File: config.mk
export PLATFORM = sky130hd
export DESIGN_NAME = i2c_raw_interrupt_status
export DESIGN_NICKNAME = d
export VERILOG_FILES = /design/src/hdl/i2c_irq_pkg.sv /design/src/hdl/length_match_counter.sv /design/src/hdl/i2c_raw_interrupt_status.sv
export SDC_FILE = /design/constraint.sdc
export NUM_CORES = 1
export LEC_CHECK = 0
export BUFFER_PORTS_ARGS = -buffer_cell sky130_fd_sc_hd__buf_2
export CAP_MARGIN = 10
export CORE_MARGIN = 10
export CORE_UTILIZATION = 35
export CTS_CLUSTER_SIZE = 10
export DETAILED_ROUTE_END_ITERATION = 7
export RECOVER_POWER = 25
export SLEW_MARGIN = 15
export SYNTH_ARGS = -nofsm -noshare
export SYNTH_HDL_FRONTEND = slang
export SYNTH_SLANG_ARGS = --single-unit
File: constraint.sdc
create_clock -name clk_i -period 1.81 [get_ports clk_i]
set_input_delay 0.362 -clock clk_i [delete_from_list [all_inputs] [get_ports clk_i]]
set_output_delay 0.362 -clock clk_i [all_outputs]
set_load 0.05 [all_outputs]
File: src/hdl/i2c_irq_pkg.sv
/*
 * Constants of the two-wire controller's raw interrupt status block.
 * Assumes one 250 MHz clock shared with the FIFO datapath and the protocol engine.
 */
`default_nettype none

package i2c_irq_pkg;

    localparam int FIFO_DEPTH = 16;
    localparam int THR_W      = 10;
    localparam int LEN_W      = 11;

    localparam logic [7:0] CTRL_ADDR  = 8'h00;
    localparam logic [7:0] MLEN_ADDR  = 8'h08;
    localparam logic [7:0] SLEN_ADDR  = 8'h0c;
    localparam logic [7:0] TXTHR_ADDR = 8'h18;
    localparam logic [7:0] RXTHR_ADDR = 8'h1c;
    localparam logic [7:0] MASK_ADDR  = 8'h2c;
    localparam logic [7:0] RAW_ADDR   = 8'h30;
    localparam logic [7:0] CLR_ADDR   = 8'h38;

    localparam int TXE_BIT  = 0;
    localparam int TXLO_BIT = 1;
    localparam int TXF_BIT  = 2;
    localparam int TXOV_BIT = 3;
    localparam int RXE_BIT  = 4;
    localparam int RXHI_BIT = 5;
    localparam int RXF_BIT  = 6;
    localparam int LEN_BIT  = 15;
    localparam int RREQ_BIT = 16;
    localparam int RUND_BIT = 17;
    localparam int WREQ_BIT = 18;

    localparam int FLUSH_BIT = 0;
    localparam int HOLD_BIT  = 1;

    localparam logic [31:0] RAW_RESET   = 32'h0000_0013;
    localparam logic [31:0] MASK_BITS   = 32'h0007_807f;
    localparam logic [31:0] STICKY_BITS = 32'h0005_8008;
    localparam logic [31:0] CTRL_BITS   = 32'h0000_0003;
    localparam logic [31:0] ZERO_WORD   = 32'h0000_0000;

    localparam int SYNC_STAGES = 2;

endpackage

`default_nettype wire

File: src/hdl/length_match_counter.sv
/*
 * Counts received bytes of one transfer and flags the byte that reaches the length.
 * Assumes byte strobes and the active level come from logic on the same clock.
 */
`default_nettype none

module length_match_counter
    import i2c_irq_pkg::*;
#(
    parameter int LW = LEN_W
) (
    input  wire logic          clk_i,
    input  wire logic          rst_i,
    input  wire logic          active_i,
    input  wire logic          byte_i,
    input  wire logic [LW-1:0] length_i,
    output logic               hit_o
);

    logic [LW-1:0] count;
    logic [LW-1:0] next_count;
    wire           match;

    // The count restarts with every transfer and matches on the byte that makes it equal.
    assign next_count = count + LW'(1);
    assign match      = active_i && byte_i && (next_count == length_i);

    always_ff @(posedge clk_i) begin
        if (rst_i || !active_i) begin
            count <= '0;
        end else if (byte_i) begin
            count <= next_count;
        end
    end

    always_ff @(posedge clk_i) begin
        if (rst_i) begin
            hit_o <= 1'b0;
        end else begin
            hit_o <= match;
        end
    end
endmodule

`default_nettype wire

File: src/hdl/i2c_raw_interrupt_status.sv
/*
 * Raw interrupt status, mask, clear and clock hold of a two-wire serial controller.
 * Assumes FIFO counts, strobes and slave events come from logic on clk_i, and that
 * the serial clock pin is open drain, resolved outside from scl_oe_o.
 */
`default_nettype none

module i2c_raw_interrupt_status
    import i2c_irq_pkg::*;
#(
    parameter int DEPTH = FIFO_DEPTH,
    parameter int CW    = $clog2(DEPTH + 1)
) (
    input  wire logic        clk_i,
    input  wire logic        rst_i,
    input  wire logic [7:0]  wb_adr_i,
    input  wire logic [31:0] wb_dat_i,
    output logic      [31:0] wb_dat_o,
    input  wire logic [3:0]  wb_sel_i,
    input  wire logic        wb_we_i,
    input  wire logic        wb_cyc_i,
    input  wire logic        wb_stb_i,
    output logic             wb_ack_o,
    input  wire logic [CW-1:0] tx_count_i,
    input  wire logic [CW-1:0] rx_count_i,
    input  wire logic        tx_write_i,
    input  wire logic        rx_read_i,
    input  wire logic        rx_byte_i,
    input  wire logic        master_read_op_i,
    input  wire logic        slave_write_op_i,
    input  wire logic        slave_read_req_i,
    input  wire logic        slave_write_req_i,
    input  wire logic        slave_read_busy_i,
    input  wire logic        scl_i,
    output logic             scl_o,
    output logic             scl_oe_o,
    output logic             tx_flush_o,
    output logic             irq_o
);

    // ************************************************************
    // Register bus
    // ************************************************************

    wire  [31:0]      raw;
    logic [31:0]      mask;
    logic [31:0]      ctrl;
    logic [LEN_W-1:0] master_len;
    logic [LEN_W-1:0] slave_len;
    logic [THR_W-1:0] tx_thr;
    logic [THR_W-1:0] rx_thr;
    logic [31:0]      next_rdata;

    wire        bus_req = wb_cyc_i && wb_stb_i && !wb_ack_o;
    wire        bus_wr  = bus_req && wb_we_i;
    wire [31:0] lanes   = {{8{wb_sel_i[3]}}, {8{wb_sel_i[2]}},
                           {8{wb_sel_i[1]}}, {8{wb_sel_i[0]}}};
    wire [31:0] wbits   = wb_dat_i & lanes;
    wire        wr_ctrl = bus_wr && (wb_adr_i == CTRL_ADDR);
    wire        wr_mlen = bus_wr && (wb_adr_i == MLEN_ADDR);
    wire        wr_slen = bus_wr && (wb_adr_i == SLEN_ADDR);
    wire        wr_txt  = bus_wr && (wb_adr_i == TXTHR_ADDR);
    wire        wr_rxt  = bus_wr && (wb_adr_i == RXTHR_ADDR);
    wire        wr_mask = bus_wr && (wb_adr_i == MASK_ADDR);
    wire        wr_clr  = bus_wr && (wb_adr_i == CLR_ADDR);
    wire [31:0] clr     = wr_clr ? (wbits & STICKY_BITS) : ZERO_WORD;

    function automatic logic [31:0] merge(input logic [31:0] old, input logic [31:0] keep);
        merge = (old & ~(lanes & keep)) | (wb_dat_i & lanes & keep);
    endfunction

    always_comb begin
        next_rdata = ZERO_WORD;
        unique case (wb_adr_i)
            CTRL_ADDR:  next_rdata = ctrl;
            MLEN_ADDR:  next_rdata = 32'(master_len);
            SLEN_ADDR:  next_rdata = 32'(slave_len);
            TXTHR_ADDR: next_rdata = 32'(tx_thr);
            RXTHR_ADDR: next_rdata = 32'(rx_thr);
            MASK_ADDR:  next_rdata = mask;
            RAW_ADDR:   next_rdata = raw;
            default:    next_rdata = ZERO_WORD;
        endcase
    end

    // Every access, mapped or not, is acknowledged one cycle after the request.
    always_ff @(posedge clk_i) begin
        if (rst_i) begin
            wb_ack_o <= 1'b0;
            wb_dat_o <= ZERO_WORD;
        end else begin
            wb_ack_o <= bus_req;
            wb_dat_o <= (bus_req && !wb_we_i) ? next_rdata : ZERO_WORD;
        end
    end

    always_ff @(posedge clk_i) begin
        if (rst_i) begin
            mask <= ZERO_WORD;
        end else if (wr_mask) begin
            mask <= merge(mask, MASK_BITS);
        end
    end

    // The flush bit reads back as zero: it only fires one flush pulse.
    always_ff @(posedge clk_i) begin
        if (rst_i) begin
            ctrl <= ZERO_WORD;
        end else if (wr_ctrl) begin
            ctrl <= merge(ctrl, CTRL_BITS) & ~(32'h0000_0001 << FLUSH_BIT);
        end
    end

    always_ff @(posedge clk_i) begin
        if (rst_i) begin
            master_len <= '0;
            slave_len  <= '0;
            tx_thr     <= '0;
            rx_thr     <= '0;
        end else begin
            if (wr_mlen) master_len <= LEN_W'(merge(32'(master_len), ~ZERO_WORD));
            if (wr_slen) slave_len <= LEN_W'(merge(32'(slave_len), ~ZERO_WORD));
            if (wr_txt) tx_thr <= THR_W'(merge(32'(tx_thr), ~ZERO_WORD));
            if (wr_rxt) rx_thr <= THR_W'(merge(32'(rx_thr), ~ZERO_WORD));
        end
    end

    // ************************************************************
    // Level flags
    // ************************************************************

    wire tx_empty = (tx_count_i == '0);
    wire rx_empty = (rx_count_i == '0);
    wire tx_full  = (tx_count_i == CW'(DEPTH));
    wire rx_full  = (rx_count_i == CW'(DEPTH));
    wire tx_low   = (32'(tx_count_i) <= 32'(tx_thr));
    wire rx_high  = (32'(rx_count_i) >= 32'(rx_thr));

    logic tx_fifo_empty_flag;
    logic tx_fifo_low_level_flag;
    logic tx_fifo_full_flag;
    logic tx_fifo_overflow_flag;
    logic rx_fifo_empty_flag;
    logic rx_fifo_high_level_flag;
    logic rx_fifo_full_flag;
    logic length_reached_flag;
    logic slave_read_request_flag;
    logic slave_read_underflow_flag;
    logic slave_write_request_flag;

    always_ff @(posedge clk_i) begin
        if (rst_i) begin
            tx_fifo_empty_flag        <= RAW_RESET[TXE_BIT];
            tx_fifo_low_level_flag    <= RAW_RESET[TXLO_BIT];
            tx_fifo_full_flag         <= RAW_RESET[TXF_BIT];
            rx_fifo_empty_flag        <= RAW_RESET[RXE_BIT];
            rx_fifo_high_level_flag   <= RAW_RESET[RXHI_BIT];
            slave_read_underflow_flag <= RAW_RESET[RUND_BIT];
        end else begin
            tx_fifo_empty_flag        <= tx_empty;
            tx_fifo_low_level_flag    <= tx_low;
            tx_fifo_full_flag         <= tx_full;
            rx_fifo_empty_flag        <= rx_empty;
            rx_fifo_high_level_flag   <= rx_high;
            slave_read_underflow_flag <= slave_read_busy_i && tx_empty;
        end
    end

    // Full sets when reached and holds until a read takes data out; set wins.
    always_ff @(posedge clk_i) begin
        if (rst_i) begin
            rx_fifo_full_flag <= RAW_RESET[RXF_BIT];
        end else begin
            rx_fifo_full_flag <= rx_full || (rx_fifo_full_flag && !rx_read_i);
        end
    end

    // ************************************************************
    // Sticky flags
    // ************************************************************

    logic len_hit;
    wire  len_active = master_read_op_i || slave_write_op_i;
    wire  [LEN_W-1:0] len_sel = master_read_op_i ? master_len : slave_len;
    wire  tx_ovf_ev = tx_write_i && tx_full;

    length_match_counter #(
        .LW(LEN_W)
    ) u_len (
        .clk_i   (clk_i),
        .rst_i   (rst_i),
        .active_i(len_active),
        .byte_i  (rx_byte_i),
        .length_i(len_sel),
        .hit_o   (len_hit)
    );

    always_ff @(posedge clk_i) begin
        if (rst_i) begin
            tx_fifo_overflow_flag    <= RAW_RESET[TXOV_BIT];
            length_reached_flag      <= RAW_RESET[LEN_BIT];
            slave_write_request_flag <= RAW_RESET[WREQ_BIT];
            slave_read_request_flag  <= RAW_RESET[RREQ_BIT];
        end else begin
            tx_fifo_overflow_flag    <= tx_ovf_ev
                || (tx_fifo_overflow_flag && !clr[TXOV_BIT]);
            length_reached_flag      <= len_hit
                || (length_reached_flag && !clr[LEN_BIT]);
            slave_write_request_flag <= slave_write_req_i
                || (slave_write_request_flag && !clr[WREQ_BIT]);
            slave_read_request_flag  <= slave_read_req_i
                || (slave_read_request_flag && !clr[RREQ_BIT] && !tx_write_i);
        end
    end

    // The status word gathers every flag at its bit; unused positions stay zero.
    assign raw[TXE_BIT]  = tx_fifo_empty_flag;
    assign raw[TXLO_BIT] = tx_fifo_low_level_flag;
    assign raw[TXF_BIT]  = tx_fifo_full_flag;
    assign raw[TXOV_BIT] = tx_fifo_overflow_flag;
    assign raw[RXE_BIT]  = rx_fifo_empty_flag;
    assign raw[RXHI_BIT] = rx_fifo_high_level_flag;
    assign raw[RXF_BIT]  = rx_fifo_full_flag;
    assign raw[LEN_BIT]  = length_reached_flag;
    assign raw[RREQ_BIT] = slave_read_request_flag;
    assign raw[RUND_BIT] = slave_read_underflow_flag;
    assign raw[WREQ_BIT] = slave_write_request_flag;
    assign raw[14:7]     = '0;
    assign raw[31:19]    = '0;

    // ************************************************************
    // Flush, interrupt and clock hold
    // ************************************************************

    always_ff @(posedge clk_i) begin
        if (rst_i) begin
            tx_flush_o <= 1'b0;
        end else begin
            tx_flush_o <= slave_read_req_i || (wr_ctrl && wbits[FLUSH_BIT]);
        end
    end

    assign irq_o = |(raw & mask);

    logic [SYNC_STAGES-1:0] scl_sync;
    logic                   holding;
    wire                    scl_low   = !scl_sync[SYNC_STAGES-1];
    wire                    hold_want = raw[LEN_BIT] && ctrl[HOLD_BIT];

    always_ff @(posedge clk_i) begin
        if (rst_i) begin
            scl_sync <= '1;
        end else begin
            scl_sync <= {scl_sync[SYNC_STAGES-2:0], scl_i};
        end
    end

    // The hold is taken only while the line is already low, so no high phase is cut short.
    always_ff @(posedge clk_i) begin
        if (rst_i) begin
            holding <= 1'b0;
        end else begin
            holding <= hold_want && (holding || scl_low);
        end
    end

    assign scl_o    = 1'b0;
    assign scl_oe_o = holding;
endmodule

`default_nettype wire

==> run metrics <==
status complete, but fails checks; failing checks design-rule violations, negative setup slack; largest stage delay on the critical path 0.34 ns; largest net degree at the start of global routing 52; Slew @ Worst Pin 1.02 ns; CP Data Required Time 1.45 ns; gr ovfl total 0; Area Overhead vs Synth 22.7%; Post-DRT Antenna Nets 0; GRT Total Usage 0.148; YS warnings 0; area of the core 0.0133 mm^2; vias in the first global route 4,266; Int Pwr 3280 uW; Worst Hold Class in -> reg; drt wl/cell 16.6 um; Cell variety after synth 51; sw frac 0.261; Die Height 137 um; sequential area share after synthesis 0.406; Post-synth ARST share 0; Final Hold Fails 0; # clock sinks 97; Cells after Synth 564; # rows 42; Syn Std Cell Area 0.00479 mm^2; synthesized flop and latch total 97; layout cell share with drive strength beyond 1 0.232; Clock Skew 0.00784 ns; clk_lat worst skew 0.35 ns; Fin Hold WS 0.193 ns; PortBufs 68; fin crit period 1.82 ns; Die X 137 um; CTS tree done; top_reg_cell synth dfxtp_1; CTS Hold Bufs 0; final WL 13.9 mm; final core occ 0.442; crit path cell chain a22o_1, a221oi_2, nand3_1, buf_6; Crit Path Category reg -> out; CP max stage cell dfxtp_2; endpoints failing setup 1; Initial Util 0.360; Psw 1160 uW; via count 4,337; Arrival @ worst endpoint 1.46 ns; fin crit share 1.01; CP Capture Type output pin; Num CTS Buffers 9; Synth top area share 0.406; Worst setup SP type flip-flop; # H-tree levels 3; syn avg cell area 8.49 um^2; LEAKAGE 0.00221 uW; VDD IR-drop max 0.000439 V; Reg power frac 0.489; R2R Setup Slk 0.05 ns; Clock Power Share 0.419; placed cells 822; Layout Nets 737; RSZ-0062 raised after global routing yes; post-DR vias/cell 5.17; first-pass GRT wire length 22.1 mm; root buffer cell clkbuf_16; Final Non-Filler Cells 839; routability-driven placement congestion ratio 0.904; number of enable flip-flop cells after synthesis 0; clock slew at reported path FFs 0.07 ns; First-pass DRT Iterations 8; leading area contributor after synthesis dfxtp_1; initial antenna violation count 0; fmax 548 MHz; Antenna diodes 0; max_cap viols 0; initial detailed-routing violation count 453; detailed-route DRC error count 1; Slew headroom 0.323; setup_tns -0.0133 ns; Power Dens Cells 755 mW/mm^2; Comb pwr share 0.092; Die Area 0.0188 mm^2; worst setup margin -0.0133 ns; CP Max Fanout 3; Longest Clk Path Bufs 2; dominant cells by area after synthesis dfxtp_1 41%, a21oi_1 6.1%, nand2_1 5.9%; Pins Over Slew Limit 0; Ports 105; DPL Wire Length 10.8 mm
power groups by stage:
stage	clock [uW]	combinational [uW]	sequential (uW)
finish	1860	407	2170
global route	1990	438	2170
CTS	1890	404	2170
detailed placement	0	402	2210
global placement	0	395	2210
floorplan	0	259	2220
synth_stat cells (2+ instances only):
library cell,instances
mux4_2,6
o22ai_1,2
dfxtp_1,97
a221oi_1,4
or2_2,2
nor2_1,48
nor4b_1,2
nor4_1,2
nor3b_1,5
or3_2,2
buf_4,19
a31oi_1,3
and3_1,8
nand2_1,75
inv_1,17
clkbuf_1,25
mux2i_1,26
nor3_2,2
o21ai_0,7
nand2b_1,2
nor2b_1,2
xnor2_1,17
o21bai_1,3
a22oi_1,10
a222oi_1,2
a21o_1,3
and2_1,3
or4_1,4
buf_2,6
mux2_2,3
ha_1,11
a22o_1,2
xor2_1,10
nand4_1,6
nor3_1,7
nand3_1,49
a21oi_1,58
metrics by stage:
step                      setup slack, ns  instance area, um^2  power (uW)
after CTS                         0.00633                 5850        4460
after global placement             -0.137                 5540        2610
after floorplan                  -0.00635                 4850        2480
after detailed placement           -0.146                 5540        2620
final                             -0.0133                 5880        4440
after global routing              -0.0645                 5880        4590
cell families (layout without fill, tap and decap cells):
kind of cell,after synthesis,count (layout),synth area share
AO/OA/AOI/OAI,96,96,0.118
XOR/XNOR,27,27,0.0494
adder cells (fa/ha/maj),11,11,0.0288
buffers and inverters,67,149,0.0690
flip-flops,97,97,0.406
multiplexers,35,35,0.0896
other,1,18,0.000783
AND/OR/NAND/NOR,230,230,0.239
final timing paths:
path / cells past startpoint / start / endpoint
max reg2reg: 6 / wb_ack_o / flip-flop
min: 2 / scl_i / scl_sync[0]
min reg2reg: 1 / scl_sync[0] / scl_sync[1]
max: 4 / flip-flop / irq_o
cell usage in the layout (no fill, tap or decap), drive strengths merged, types with 4 or more instances in the layout:
cell type  instances
or4                5
conb              18
a22oi             10
mux2i             26
xnor2             17
mux4               6
dfxtp             97
a221oi             4
nand4              7
nor3              10
buf               98
clkbuf            28
xor2              10
nand2             75
and3               9
ha                11
nor3b              5
a21oi             58
nor2              48
inv               20
o21ai              7
nand3             49
worst max-delay path, delay by kind of cell (launching register included):
family | cells | cell delay (ns)
AOI/OAI and AO/OA | 2 | 0.42
DFF | 1 | 0.34
buffers and inverters | 1 | 0.20
and+or+nand+nor | 1 | 0.16
repair_timing:
action | CTS | global route
endpoints found under the hold margin | 0 | 0
gates resized for setup | 6 | 14
endpoints found under the setup margin | 2 | 41
pin swaps | 2 | 4
setup buffers | 0 | 1
layout make-up:
type                    count  area (um^2)
clock buffers              10          239
clock inverters             6         50.0
fillers                  1294         7420
inverters                  17         63.8
multi-input cells         417         2640
flip-flops and latches     97         1950
well taps                 176          220
repair buffers            116          717
per-layer routing:
layer  wire (um)  GRT usage  vias to the layer above  share of wire
li1            -          -                     2120              -
met1        6410      0.203                     2036           0.46
met2        6260      0.220                      162           0.45
met3        1040     0.0367                       19          0.075
met4         226     0.0544                        0          0.016
met5           0          0                        -              0
(Power assumes the default switching activity.)
